### src/verilog/subset_pkg.sv
// Opcodes, register map, field positions and types of the slice
package subset_pkg;
  // Opcode bytes
  localparam logic [7:0] OPC_PREFIX_B = 8'h42;
  localparam logic [7:0] OPC_SET_BIT = 8'h04;
  localparam logic [7:0] OPC_SET_C = 8'h38;
  localparam logic [7:0] OPC_SET_I = 8'h78;
  localparam logic [7:0] OPC_SET_M = 8'hF8;
  localparam logic [7:0] OPC_SET_PS = 8'hE2;
  localparam logic [7:0] OPC_STA_DIR = 8'h85;
  localparam logic [7:0] OPC_STA_DIRX = 8'h95;
  localparam logic [7:0] OPC_HALT_OSC = 8'hDB;
  localparam logic [7:0] OPC_HALT_CLK = 8'hCB;
  localparam logic [7:0] OPC_STX_DIR = 8'h86;
  localparam logic [7:0] OPC_STX_DIRY = 8'h96;
  localparam logic [7:0] OPC_STY_DIR = 8'h84;
  localparam logic [7:0] OPC_STY_DIRX = 8'h94;
  localparam logic [7:0] OPC_A_DPR = 8'h5B;
  localparam logic [7:0] OPC_A_SP = 8'h1B;
  localparam logic [7:0] OPC_A_X = 8'hAA;
  localparam logic [7:0] OPC_A_Y = 8'hA8;
  localparam logic [7:0] OPC_DPR_A = 8'h7B;
  localparam logic [7:0] OPC_SP_A = 8'h3B;
  localparam logic [7:0] OPC_SP_X = 8'hBA;
  localparam logic [7:0] OPC_X_A = 8'h8A;
  localparam logic [7:0] OPC_X_SP = 8'h9A;
  localparam logic [7:0] OPC_X_Y = 8'h9B;
  localparam logic [7:0] OPC_Y_A = 8'h98;
  localparam logic [7:0] OPC_Y_X = 8'hBB;
  localparam logic [7:0] OPC_SWAP_LEAD = 8'h89;
  localparam logic [7:0] OPC_SWAP_TAIL = 8'h28;
  localparam int IDX_MODE_BIT = 4;
  // Cycle counts and byte lengths
  localparam int CYC_W = 4;
  localparam logic [3:0] CYC_IMP = 4'h2;
  localparam logic [3:0] CYC_SET_BIT = 4'h8;
  localparam logic [3:0] CYC_SET_PS = 4'h3;
  localparam logic [3:0] CYC_HALT = 4'h3;
  localparam logic [3:0] CYC_STORE = 4'h4;
  localparam logic [3:0] CYC_SWAP = 4'h6;
  localparam logic [3:0] CYC_PREFIX = 4'h2;
  localparam logic [2:0] LEN_1 = 3'h1;
  localparam logic [2:0] LEN_2 = 3'h2;
  localparam logic [2:0] LEN_3 = 3'h3;
  // Register file indices
  localparam logic [2:0] REG_A = 3'h0;
  localparam logic [2:0] REG_B = 3'h1;
  localparam logic [2:0] REG_X = 3'h2;
  localparam logic [2:0] REG_Y = 3'h3;
  localparam logic [2:0] REG_SP = 3'h4;
  localparam logic [2:0] REG_DPR = 3'h5;
  localparam int NUM_REGS = 6;
  localparam logic [15:0] REG_RST = 16'h0000;
  // Status byte fields
  localparam int PS_C = 0;
  localparam int PS_I = 2;
  localparam int PS_X = 4;
  localparam int PS_M = 5;
  localparam logic [15:0] PS_RST = 16'h0004;
  // Bus offsets and status word fields
  localparam logic [7:0] OFF_INSN = 8'h00;
  localparam logic [7:0] OFF_STAT = 8'h04;
  localparam logic [7:0] OFF_REGS = 8'h08;
  localparam logic [7:0] OFF_PS = 8'h20;
  localparam logic [7:0] OFF_EA = 8'h24;
  localparam logic [7:0] OFF_WAKE = 8'h28;
  localparam int ST_BUSY = 0;
  localparam int ST_OSC = 1;
  localparam int ST_CLK = 2;
  localparam int ST_UNCL = 3;
  localparam int ST_REFUSED = 4;
  localparam int ST_LEN_LSB = 8;
  localparam int ST_CYC_LSB = 12;
  typedef enum logic [3:0] {
    op_none, op_move, op_swap, op_store, op_set_bit, op_set_carry,
    op_set_irq, op_set_width, op_set_status, op_halt_osc, op_halt_clk
  } op_type;
  typedef enum logic {st_idle, st_run} state_type;
endpackage

### src/verilog/opcode_table.sv
// Opcode table: operation, operands, byte length and cycle count
`timescale 1ns/1ps
module opcode_table (
  input wire logic [7:0] first_i,
  input wire logic [7:0] second_i,
  output subset_pkg::op_type op_o,
  output logic [2:0] src_o,
  output logic [2:0] dst_o,
  output logic [2:0] len_o,
  output logic [3:0] cyc_o
);
  import subset_pkg::*;
  logic pre;
  logic [7:0] opc;

  // A prefix byte shifts the real opcode one place
  assign pre = (first_i == OPC_PREFIX_B);
  assign opc = pre ? second_i : first_i;

  // Classify the opcode, then size it, then apply the prefix
  always_comb begin
    op_o = op_move;
    src_o = REG_A;
    dst_o = REG_A;
    len_o = LEN_1;
    cyc_o = CYC_IMP;
    case (opc)
      OPC_SET_BIT: op_o = op_set_bit;
      OPC_SET_C: op_o = op_set_carry;
      OPC_SET_I: op_o = op_set_irq;
      OPC_SET_M: op_o = op_set_width;
      OPC_SET_PS: op_o = op_set_status;
      OPC_STA_DIR, OPC_STA_DIRX: op_o = op_store;
      OPC_HALT_OSC: op_o = op_halt_osc;
      OPC_HALT_CLK: op_o = op_halt_clk;
      OPC_STX_DIR, OPC_STX_DIRY: begin
        op_o = op_store;
        src_o = REG_X;
      end
      OPC_STY_DIR, OPC_STY_DIRX: begin
        op_o = op_store;
        src_o = REG_Y;
      end
      OPC_A_DPR: {src_o, dst_o} = {REG_A, REG_DPR};
      OPC_A_SP: {src_o, dst_o} = {REG_A, REG_SP};
      OPC_A_X: {src_o, dst_o} = {REG_A, REG_X};
      OPC_A_Y: {src_o, dst_o} = {REG_A, REG_Y};
      OPC_DPR_A: {src_o, dst_o} = {REG_DPR, REG_A};
      OPC_SP_A: {src_o, dst_o} = {REG_SP, REG_A};
      OPC_SP_X: {src_o, dst_o} = {REG_SP, REG_X};
      OPC_X_A: {src_o, dst_o} = {REG_X, REG_A};
      OPC_X_SP: {src_o, dst_o} = {REG_X, REG_SP};
      OPC_X_Y: {src_o, dst_o} = {REG_X, REG_Y};
      OPC_Y_A: {src_o, dst_o} = {REG_Y, REG_A};
      OPC_Y_X: {src_o, dst_o} = {REG_Y, REG_X};
      OPC_SWAP_LEAD: begin
        op_o = (second_i == OPC_SWAP_TAIL) ? op_swap : op_none;
      end
      default: op_o = op_none;
    endcase
    case (op_o)
      op_set_bit: begin
        len_o = LEN_3;
        cyc_o = CYC_SET_BIT;
      end
      op_set_status: begin
        len_o = LEN_2;
        cyc_o = CYC_SET_PS;
      end
      op_store: begin
        len_o = LEN_2;
        cyc_o = CYC_STORE + {3'h0, opc[IDX_MODE_BIT]};
      end
      op_swap: begin
        len_o = LEN_2;
        cyc_o = CYC_SWAP;
      end
      op_halt_osc, op_halt_clk: cyc_o = CYC_HALT;
      default: cyc_o = CYC_IMP;
    endcase
    // Prefix only makes sense where accumulator A takes part
    if (pre) begin
      if ((op_o == op_move && (src_o == REG_A || dst_o == REG_A)) ||
          (op_o == op_store && src_o == REG_A)) begin
        if (src_o == REG_A) src_o = REG_B;
        if (dst_o == REG_A) dst_o = REG_B;
        len_o = len_o + LEN_1;
        cyc_o = cyc_o + CYC_PREFIX;
      end else begin
        op_o = op_none;
      end
    end
  end
endmodule

### src/verilog/cycle_timer.sv
// Down counter that paces an instruction over its cycle count
`timescale 1ns/1ps
module cycle_timer #(
  parameter int W = 4
) (
  input wire logic clk_i,
  input wire logic rst_i,
  input wire logic load_i,
  input wire logic [W-1:0] count_i,
  output logic done_o
);
  logic [W-1:0] cnt_r;
  logic [W-1:0] cnt_nxt;

  // Reload wins; otherwise count down to zero and stop
  always_comb begin
    cnt_nxt = cnt_r;
    if (load_i) begin
      cnt_nxt = count_i;
    end else if (cnt_r != '0) begin
      cnt_nxt = cnt_r - W'(1);
    end
  end

  always_ff @(posedge clk_i) begin
    if (rst_i) begin
      cnt_r <= '0;
    end else begin
      cnt_r <= cnt_nxt;
    end
  end

  // Last cycle of the count
  assign done_o = (cnt_r == W'(1));
endmodule

### src/verilog/subset_core.sv
// Decode and execute core for the set, store and transfer slice
`timescale 1ns/1ps
//////////////////////////////////////////////////////////////////////////
// Behaviour
// - 04 sets a memory bit, 8 cycles
// - 38 sets carry, 2 cycles
// - 78 sets interrupt disable, 2 cycles
// - F8 sets data length flag, 2 cycles
// - E2 ORs operand into low status byte
// - 85/95 store accumulator, 42 selects B
// - DB stops the oscillator, 3 cycles
// - CB stops core clock only, 3 cycles
// - 86/96 store X, 4/5 cycles
// - 84/94 store Y, 4/5 cycles
// - 5B copies A to page base
// - 42 prefix selects B, adds 2 cycles and 1 byte (4 cycles, 2 bytes on a transfer)
// - 1B copies A to stack pointer
// - AA copies A to X
// - A8 copies A to Y
// - 7B copies page base to A
// - 3B stack to A, BA stack to X
// - 8A copies X to A
// - 9A copies X to stack pointer
// - 9B copies X to Y, 2 cycles
// - 98 Y to A, BB Y to X
// - 89 28 swaps A and B, 6 cycles
module subset_core (
  input wire logic clk_i,
  input wire logic rst_i,
  input wire logic cyc_i,
  input wire logic stb_i,
  input wire logic we_i,
  input wire logic [7:0] adr_i,
  input wire logic [3:0] sel_i,
  input wire logic [31:0] dat_i,
  output logic [31:0] dat_o,
  output logic ack_o,
  input wire logic [15:0] mem_rdata_i,
  output logic mem_rd_o,
  output logic mem_we_o,
  output logic mem_byte_o,
  output logic [23:0] mem_addr_o,
  output logic [15:0] mem_wdata_o,
  input wire logic wake_i,
  output logic osc_stop_o,
  output logic core_halt_o
);
  import subset_pkg::*;

  logic ack_r;
  logic [31:0] dat_r;
  logic bus_req;
  logic wr_hit;
  logic insn_wr;
  logic launch;
  logic retire;
  logic halted;
  state_type state_r;
  op_type dec_op;
  logic [2:0] dec_src;
  logic [2:0] dec_dst;
  logic [2:0] dec_len;
  logic [3:0] dec_cyc;
  op_type ex_op_r;
  logic [2:0] ex_src_r;
  logic [2:0] ex_dst_r;
  logic [7:0] ex_mask_r;
  logic [2:0] ex_len_r;
  logic [3:0] ex_cyc_r;
  logic tmr_done;
  logic [15:0] regs_r [NUM_REGS];
  logic [NUM_REGS-1:0] ret_we;
  logic [15:0] ret_val [NUM_REGS];
  logic [15:0] ps_r;
  logic [23:0] ea_r;
  logic [15:0] rd_data_r;
  logic rd_wait_r;
  logic mem_rd_r;
  logic mem_we_r;
  logic mem_byte_r;
  logic [23:0] mem_addr_r;
  logic [15:0] mem_wdata_r;
  logic wake_s1_r;
  logic wake_s2_r;
  logic osc_stop_r;
  logic core_halt_r;
  logic uncl_r;
  logic refused_r;

  // Apply byte enables to a word
  function automatic logic [31:0] lane_merge(input logic [31:0] old_v,
      input logic [31:0] new_v, input logic [3:0] sel_v);
    logic [31:0] res;
    res = old_v;
    for (int i = 0; i < 4; i++) begin
      if (sel_v[i]) res[8*i +: 8] = new_v[8*i +: 8];
    end
    return res;
  endfunction

  // Narrow registers: flag m for accumulators, x for indexes
  function automatic logic is_narrow(input logic [2:0] r,
      input logic [15:0] ps);
    logic res;
    res = 1'b0;
    if (r == REG_A || r == REG_B) res = ps[PS_M];
    if (r == REG_X || r == REG_Y) res = ps[PS_X];
    return res;
  endfunction

  // Accumulators keep their high byte, indexes clear it when narrow
  function automatic logic [15:0] fit(input logic [2:0] r,
      input logic [15:0] old_v, input logic [15:0] new_v,
      input logic [15:0] ps);
    logic [15:0] res;
    res = new_v;
    if (is_narrow(r, ps)) begin
      if (r == REG_A || r == REG_B) begin
        res = {old_v[15:8], new_v[7:0]};
      end else begin
        res = {8'h00, new_v[7:0]};
      end
    end
    return res;
  endfunction

  //////////////////////////////////////////////////////////////////////
  // Bus slave: one wait state, every access acknowledged
  assign bus_req = cyc_i && stb_i && !ack_r;
  assign wr_hit = bus_req && we_i;
  assign insn_wr = wr_hit && (adr_i == OFF_INSN);
  assign halted = osc_stop_r || core_halt_r;
  // Only an idle, running core with a claimed opcode accepts work
  assign launch = insn_wr && (state_r == st_idle) && !halted &&
                  (dec_op != op_none);
  assign retire = (state_r == st_run) && tmr_done;
  assign ack_o = ack_r;
  assign dat_o = dat_r;
  assign mem_rd_o = mem_rd_r;
  assign mem_we_o = mem_we_r;
  assign mem_byte_o = mem_byte_r;
  assign mem_addr_o = mem_addr_r;
  assign mem_wdata_o = mem_wdata_r;
  assign osc_stop_o = osc_stop_r;
  assign core_halt_o = core_halt_r;

  // Ack drops the cycle after it is given
  always_ff @(posedge clk_i) begin
    if (rst_i) begin
      ack_r <= 1'b0;
    end else begin
      ack_r <= bus_req;
    end
  end

  // Read data; unmapped offsets read zero
  always_ff @(posedge clk_i) begin
    if (rst_i) begin
      dat_r <= 32'h0000_0000;
    end else if (bus_req && !we_i) begin
      dat_r <= 32'h0000_0000;
      if (adr_i == OFF_STAT) begin
        dat_r[ST_BUSY] <= (state_r == st_run);
        dat_r[ST_OSC] <= osc_stop_r;
        dat_r[ST_CLK] <= core_halt_r;
        dat_r[ST_UNCL] <= uncl_r;
        dat_r[ST_REFUSED] <= refused_r;
        dat_r[ST_LEN_LSB +: 3] <= ex_len_r;
        dat_r[ST_CYC_LSB +: CYC_W] <= ex_cyc_r;
      end
      if (adr_i == OFF_PS) dat_r[15:0] <= ps_r;
      if (adr_i == OFF_EA) dat_r[23:0] <= ea_r;
      for (int i = 0; i < NUM_REGS; i++) begin
        if (adr_i == OFF_REGS + 8'(4 * i)) dat_r[15:0] <= regs_r[i];
      end
    end
  end

  //////////////////////////////////////////////////////////////////////
  // Decode the written word: byte 0 first, byte 2 is the bit mask
  opcode_table u_table (
    .first_i(dat_i[7:0]),
    .second_i(dat_i[15:8]),
    .op_o(dec_op),
    .src_o(dec_src),
    .dst_o(dec_dst),
    .len_o(dec_len),
    .cyc_o(dec_cyc)
  );

  cycle_timer #(
    .W(CYC_W)
  ) u_timer (
    .clk_i(clk_i),
    .rst_i(rst_i),
    .load_i(launch),
    .count_i(dec_cyc),
    .done_o(tmr_done)
  );

  // Two states: the timer alone decides when work ends
  always_ff @(posedge clk_i) begin
    if (rst_i) begin
      state_r <= st_idle;
    end else begin
      case (state_r)
        st_idle: if (launch) state_r <= st_run;
        st_run: if (retire) state_r <= st_idle;
        default: state_r <= st_idle;
      endcase
    end
  end

  // Latch the decoded instruction for the whole run
  always_ff @(posedge clk_i) begin
    if (rst_i) begin
      ex_op_r <= op_none;
      ex_src_r <= REG_A;
      ex_dst_r <= REG_A;
      ex_mask_r <= 8'h00;
      ex_len_r <= 3'h0;
      ex_cyc_r <= 4'h0;
    end else if (launch) begin
      ex_op_r <= dec_op;
      ex_src_r <= dec_src;
      ex_dst_r <= dec_dst;
      ex_mask_r <= dat_i[23:16];
      ex_len_r <= dec_len;
      ex_cyc_r <= dec_cyc;
    end
  end

  // Outcome of the last instruction word written
  always_ff @(posedge clk_i) begin
    if (rst_i) begin
      uncl_r <= 1'b0;
      refused_r <= 1'b0;
    end else if (insn_wr) begin
      refused_r <= (state_r != st_idle) || halted;
      uncl_r <= (dec_op == op_none);
    end
  end

  //////////////////////////////////////////////////////////////////////
  // Register effects at the last cycle of a run
  always_comb begin
    for (int i = 0; i < NUM_REGS; i++) begin
      ret_we[i] = 1'b0;
      ret_val[i] = regs_r[i];
    end
    if (retire && ex_op_r == op_move) begin
      ret_we[ex_dst_r] = 1'b1;
      ret_val[ex_dst_r] = fit(ex_dst_r, regs_r[ex_dst_r],
                              regs_r[ex_src_r], ps_r);
    end
    // Full-width exchange regardless of the length flags
    if (retire && ex_op_r == op_swap) begin
      ret_we[REG_A] = 1'b1;
      ret_we[REG_B] = 1'b1;
      ret_val[REG_A] = regs_r[REG_B];
      ret_val[REG_B] = regs_r[REG_A];
    end
  end

  // One register per entry; the core wins over a bus write
  for (genvar g = 0; g < NUM_REGS; g++) begin : g_reg
    always_ff @(posedge clk_i) begin
      if (rst_i) begin
        regs_r[g] <= REG_RST;
      end else if (ret_we[g]) begin
        regs_r[g] <= ret_val[g];
      end else if (wr_hit && adr_i == OFF_REGS + 8'(4 * g)) begin
        regs_r[g] <= 16'(lane_merge({16'h0000, regs_r[g]}, dat_i,
                                    sel_i));
      end
    end
  end

  // Status flags: hardware sets win over software writes
  always_ff @(posedge clk_i) begin
    if (rst_i) begin
      ps_r <= PS_RST;
    end else if (retire) begin
      case (ex_op_r)
        op_set_carry: ps_r[PS_C] <= 1'b1;
        op_set_irq: ps_r[PS_I] <= 1'b1;
        op_set_width: ps_r[PS_M] <= 1'b1;
        op_set_status: ps_r[7:0] <= ps_r[7:0] | ex_mask_r;
        default: ps_r <= ps_r;
      endcase
    end else if (wr_hit && adr_i == OFF_PS) begin
      ps_r <= 16'(lane_merge({16'h0000, ps_r}, dat_i, sel_i));
    end
  end

  // Effective address comes from outside; no mode arithmetic here
  always_ff @(posedge clk_i) begin
    if (rst_i) begin
      ea_r <= 24'h00_0000;
    end else if (wr_hit && adr_i == OFF_EA) begin
      ea_r <= 24'(lane_merge({8'h00, ea_r}, dat_i, sel_i));
    end
  end

  //////////////////////////////////////////////////////////////////////
  // Memory port: read early for the bit set, write at the end
  always_ff @(posedge clk_i) begin
    if (rst_i) begin
      mem_rd_r <= 1'b0;
      mem_we_r <= 1'b0;
      mem_byte_r <= 1'b0;
      mem_addr_r <= 24'h00_0000;
      mem_wdata_r <= 16'h0000;
      rd_wait_r <= 1'b0;
      rd_data_r <= 16'h0000;
    end else begin
      mem_rd_r <= launch && (dec_op == op_set_bit);
      rd_wait_r <= mem_rd_r;
      if (rd_wait_r) rd_data_r <= mem_rdata_i;
      if (launch) mem_addr_r <= ea_r;
      mem_we_r <= retire &&
                  (ex_op_r == op_store || ex_op_r == op_set_bit);
      if (retire && ex_op_r == op_store) begin
        mem_byte_r <= is_narrow(ex_src_r, ps_r);
        mem_wdata_r <= regs_r[ex_src_r];
      end
      if (retire && ex_op_r == op_set_bit) begin
        mem_byte_r <= ps_r[PS_M];
        mem_wdata_r <= rd_data_r | {8'h00, ex_mask_r};
      end
    end
  end

  //////////////////////////////////////////////////////////////////////
  // Wake pin crosses in through two flops
  always_ff @(posedge clk_i) begin
    if (rst_i) begin
      wake_s1_r <= 1'b0;
      wake_s2_r <= 1'b0;
    end else begin
      wake_s1_r <= wake_i;
      wake_s2_r <= wake_s1_r;
    end
  end

  // Stop flags: a stop at retire beats a wake in the same cycle
  always_ff @(posedge clk_i) begin
    if (rst_i) begin
      osc_stop_r <= 1'b0;
      core_halt_r <= 1'b0;
    end else begin
      if (retire && ex_op_r == op_halt_osc) begin
        osc_stop_r <= 1'b1;
      end else if (wake_s2_r || (wr_hit && adr_i == OFF_WAKE)) begin
        osc_stop_r <= 1'b0;
      end
      if (retire && ex_op_r == op_halt_clk) begin
        core_halt_r <= 1'b1;
      end else if (wake_s2_r || (wr_hit && adr_i == OFF_WAKE)) begin
        core_halt_r <= 1'b0;
      end
    end
  end

  //////////////////////////////////////////////////////////////////////
  // Checks on the core's own behaviour
  logic [3:0] run_cnt_r;
  always_ff @(posedge clk_i) begin
    if (rst_i || launch) begin
      run_cnt_r <= 4'h1;
    end else if (state_r == st_run) begin
      run_cnt_r <= run_cnt_r + 4'h1;
    end
  end
endmodule

### config.mk
export PLATFORM = sky130hd
export DESIGN_NAME = subset_core
export DESIGN_NICKNAME = d
export VERILOG_FILES = /design/src/verilog/subset_pkg.sv /design/src/verilog/opcode_table.sv /design/src/verilog/cycle_timer.sv /design/src/verilog/subset_core.sv
export SDC_FILE = /design/constraint.sdc
export NUM_CORES = 1
export LEC_CHECK = 0
export BUFFER_PORTS_ARGS = -buffer_cell sky130_fd_sc_hd__buf_4
export CORE_MARGIN = 4
export CORE_UTILIZATION = 50
export CTS_BUF_LIST = sky130_fd_sc_hd__clkbuf_4 sky130_fd_sc_hd__clkbuf_8 sky130_fd_sc_hd__clkbuf_16
export CTS_CLUSTER_DIAMETER = 80
export DETAILED_ROUTE_END_ITERATION = 8
export HOLD_SLACK_MARGIN = 0.15
export PLACE_DENSITY = 0.68
export REMOVE_ABC_BUFFERS = 1
export SLEW_MARGIN = 30
export SYNTH_ARGS = -nofsm -noshare
export SYNTH_HDL_FRONTEND = slang
export SYNTH_HIERARCHICAL = 1
export SYNTH_SLANG_ARGS = --single-unit
### constraint.sdc
create_clock -name clk_i -period 5.3 [get_ports clk_i]
set_input_delay 0.265 -clock clk_i [delete_from_list [all_inputs] [get_ports clk_i]]
set_output_delay 0.265 -clock clk_i [all_outputs]
set_load 0.02 [all_outputs]
==> results.tsv <==
stage	metric	value	unit
synthesis	Simple-Gate Fraction of Synth Area	18.6	%
detailed_routing	Pre-Repair DR Iteration Count	8	
global_routing	vias in the first global route	12500	
placement	DP Wirelength	34.1	mm
synthesis	ranking of synthesized cells by area	dfxtp_1 (23%), edfxtp_1 (20%), nand2_1 (6.6%), a21oi_1 (5.1%), mux4_2 (4.8%)	
synthesis	post-synthesis cell count	1543	
clocking	Resized Gates After CTS	0	
synthesis	Primary FF master, synth	dfxtp_1	
min_path	Worst Hold End	dat_o[11]	
clocking	clk root buf	clkbuf_16	
setup_path	Crit-path slowest cell	nor3_1	
setup_path	critical path required time	5.75	ns
timing	Max-slew headroom	27.4	%
setup_path	worst-path cell chain	dlygate4sd3_1 > buf_4 > nor3b_4 > a41oi_1 > nor3_1 > nand2_1 > nor3_1 > nor2_1 > a31oi_1 > nor4_1 > buf_4 > nor2_4 > buf_12 > nand2_1 > a21oi_1	
global_routing	grt total ovfl	0	
synthesis	adder-cell share of the synthesized area	0.345	%
min_path	hold path startpoint	adr_i[1]	
run_status	status	finished clean	
die	die height	178	um
timing	Final Setup Violations	0	
synthesis	compound-cell area share of the yosys netlist	22.1	%
die	die width	178	um
synthesis	post-synthesis register bit count	263	
min_path	WHS Path Cells	4	
placement	Final Wtd Congestion	0.943	
synthesis	Yosys top cell by area	dfxtp_1	
synthesis	sequential share of the synthesized area	42.9	%
synthesis	top cell type's share of synthesized area	23.0	%
synthesis	syn_area_per_cell	9.40	sq um
setup_path	Bufs and invs on worst path	4	
setup_path	worst reg2reg setup slack	1.93	ns
synthesis	multiplexer share of the synthesized area	11.0	%
timing	FMAX	0.232	GHz
timing	Clock Skews	0.0149	ns
final_layout	Core Util, Final	59.3	%
synthesis	largest family of logic cells by synthesized area	compound AO/OA/AOI/OAI gates	
global_routing	first-pass GRT wire length	75.5	mm
synthesis	asr flop ratio synth	0	%
timing	Tmin final	4.30	ns
final_layout	Final nets	1714	
die	core area	0.0287	sq mm
setup_path	worst reg2reg path endpoint	regs_r[4][1]	
clocking	hold_buf cts	41	
final_layout	Antenna Cells	0	
clocking	setup bufs post-CTS	0	
timing	sum of negative setup slack	0	ns
clocking	Max H-tree Level	1	
clocking	worst skew pair latency	0.55	ns
power_and_ir_drop	P_leak	6.03	nW
detailed_routing	Via-to-Cell Ratio	6.54	
placement	PortBufs	126	
detailed_routing	drt wl/cell	24.4	um
setup_path	crit-path max FO	30	
clocking	total CTS buffers	29	
setup_path	worst r2r src	u_timer/cnt_r[1]	
min_path	hold crit path type	input port to register	
final_layout	Area Overhead vs Synth	17.3	%
detailed_routing	DR iter-0 viols	1746	
synthesis	XOR/XNOR Fraction of Synth Area	0.181	%
detailed_routing	Total Wirelength	50.0	mm
synthesis	Ys Warns	6	
clocking	clk sink count	263	
die	die area	0.0318	sq mm
synthesis	number of distinct library cells after synthesis	103	
detailed_routing	DR DRC count	0	
power_and_ir_drop	Worst VDD drop	220	uV
power_and_ir_drop	pwr/cell area	272	mW/mm^2
final_layout	layout cell share with drive strength beyond 1	19.8	%
setup_path	CP delay by family, top	simple AND/OR/NAND/NOR gates	
run	max_cap viols	0	
clocking	clk buf depth	3	
synthesis	Post-Syn Area	0.0145	sq mm
detailed_routing	via count	13400	
setup_path	WS Path Type	input port to register	
global_routing	largest net degree at the start of global routing	90	
clocking	CTS tree	done	
die	Starting Density	50.6	%
die	std cell rows	62	
global_routing	gr usage total	30.7	%
timing	Tightest Pin Transition	1.09	ns
clocking	clock slew at reported path FFs	0.06	ns
synthesis	Post-synth EDFFs	96	
detailed_routing	ANT nets after route	0	
setup_path	path depth of the worst reg2reg path	9	
setup_path	Crit. End Element	register	
setup_path	CP startpoint kind	input port	
timing	Final Max Slew Viols	0	
die	io pins	144	
timing	Final Hold Viols	0	
timing	Final period util	81.2	%
setup_path	slowest stage delay, CP	0.64	ns
setup_path	Arr. time, crit path	4.76	ns
global_routing	initial antenna violation count	0	
timing	RSZ-0062 raised after global routing	false	
==> stage by stage <==
step	std cells	hold slack (ns)	cell area [sq um]	total power, mW	worst slack [ns]
after floorplan	1416	0.327	13900	2.44	1.02
after global placement	1956	0.428	15600	2.64	1.21
after detailed placement	1956	0.437	15700	2.65	1.17
after CTS	2049	0.164	17000	4.62	1.19
after global routing	2049	0.195	17000	4.75	0.609
final	2049	0.185	17000	4.62	0.996
==> synth_stat cells, drive strengths merged (7+ instances only) <==
cell,number
nand4,10
and2,8
a31oi,15
nand2,255
nand3,30
a22o,65
and3,9
nand2b,7
or2,8
buf,57
a22oi,19
nor3,29
edfxtp,96
mux2,19
nor2b,33
a21oi,148
a311oi,9
a211oi,10
nor4,10
inv,18
a221oi,17
nor2,117
o21a,7
o22ai,13
mux2i,68
a221o,22
o21ai,59
clkbuf,77
dfxtp,167
o211ai,14
mux4,31
==> report_power, final <==
part           internal, mW  leakage [nW]  switching [mW]
combinational         0.187          3.22           0.284
sequential             2.14          2.33          0.0414
clock                  1.15         0.479           0.822
==> tightest hold or removal path, stage by stage <==
cell     delay [ns]
buf_4          0.13
nor2_1         0.11
nand3_1        0.10
a31oi_1        0.08
==> cell usage in the layout (no fill, tap or decap), types with 12 or more instances in the layout <==
cell type,netlist,routed
nand2_1,255,255
dfxtp_1,167,164
buf_4,16,154
a21oi_1,147,147
nor2_1,117,116
edfxtp_1,96,96
mux2i_1,68,68
a22o_1,65,65
o21ai_0,54,48
dlygate4sd3_1,0,41
nor2b_1,33,33
mux4_2,31,31
nand3_1,30,30
clkbuf_16,0,30
a221o_1,22,22
nor3_1,24,21
a22oi_1,19,19
inv_1,18,18
mux2_2,17,17
a221oi_1,17,17
a31oi_1,14,14
o22ai_1,13,13
o211ai_1,12,12
==> layer usage <==
layer  share of wire, %  up-vias  track usage (%)
li1                   -     5941                -
met1                 40     6497             42.7
met2                 45      845             47.6
met3                 11      113             6.49
met4                3.9        0             11.0
met5                  0        -                0
==> flip-flops by register name, summed over array words and instances (netlist names), 3 cells and up, named ones only <==
signal	count
ex_op_r	4
dat_o	24
ex_dst_r	3
ex_mask_r	8
mem_wdata_o	16
ea_r	24
u_timer/cnt_r	4
mem_addr_o	24
ps_r	16
ex_src_r	3
ex_len_r	3
regs_r	96
ex_cyc_r	4
rd_data_r	16
==> cell families after synthesis <==
| kind of cell | count (synthesis) |
|---|---|
| xor gates and xnor gates | 3 |
| muxes | 118 |
| AOI/OAI and AO/OA | 449 |
| DFF | 263 |
| adders and majority gates | 4 |
| buffers and inverters | 152 |
| and+or+nand+nor | 552 |
| other | 2 |
==> worst max-delay path by stage <==
stage	endpoint	startpoint	depth (start not counted)	slack (ns)
finish	register	dat_i[1]	15	1.0
global route	ex_dst_r[2]	dat_i[1]	15	0.61
CTS	ex_dst_r[2]	dat_i[1]	15	1.19
detailed placement	register	dat_i[1]	14	1.17
global placement	register	dat_i[1]	14	1.21
floorplan	register	dat_i[6]	11	1.02
==> area by class of cell <==
| class | count | area [sq um] |
|---|---|---|
| Multi-Input combinational cell | 1135 | 7700 |
| Timing Repair Buffer | 197 | 1610 |
| Sequential cell | 263 | 6230 |
| Clock buffer | 45 | 888 |
| Fill cell | 2506 | 11700 |
| Tap cell | 384 | 480 |
| Inverter | 18 | 67.6 |
| Clock inverter | 7 | 42.5 |
No activity file was read; power rests on OpenSTA's default activity.
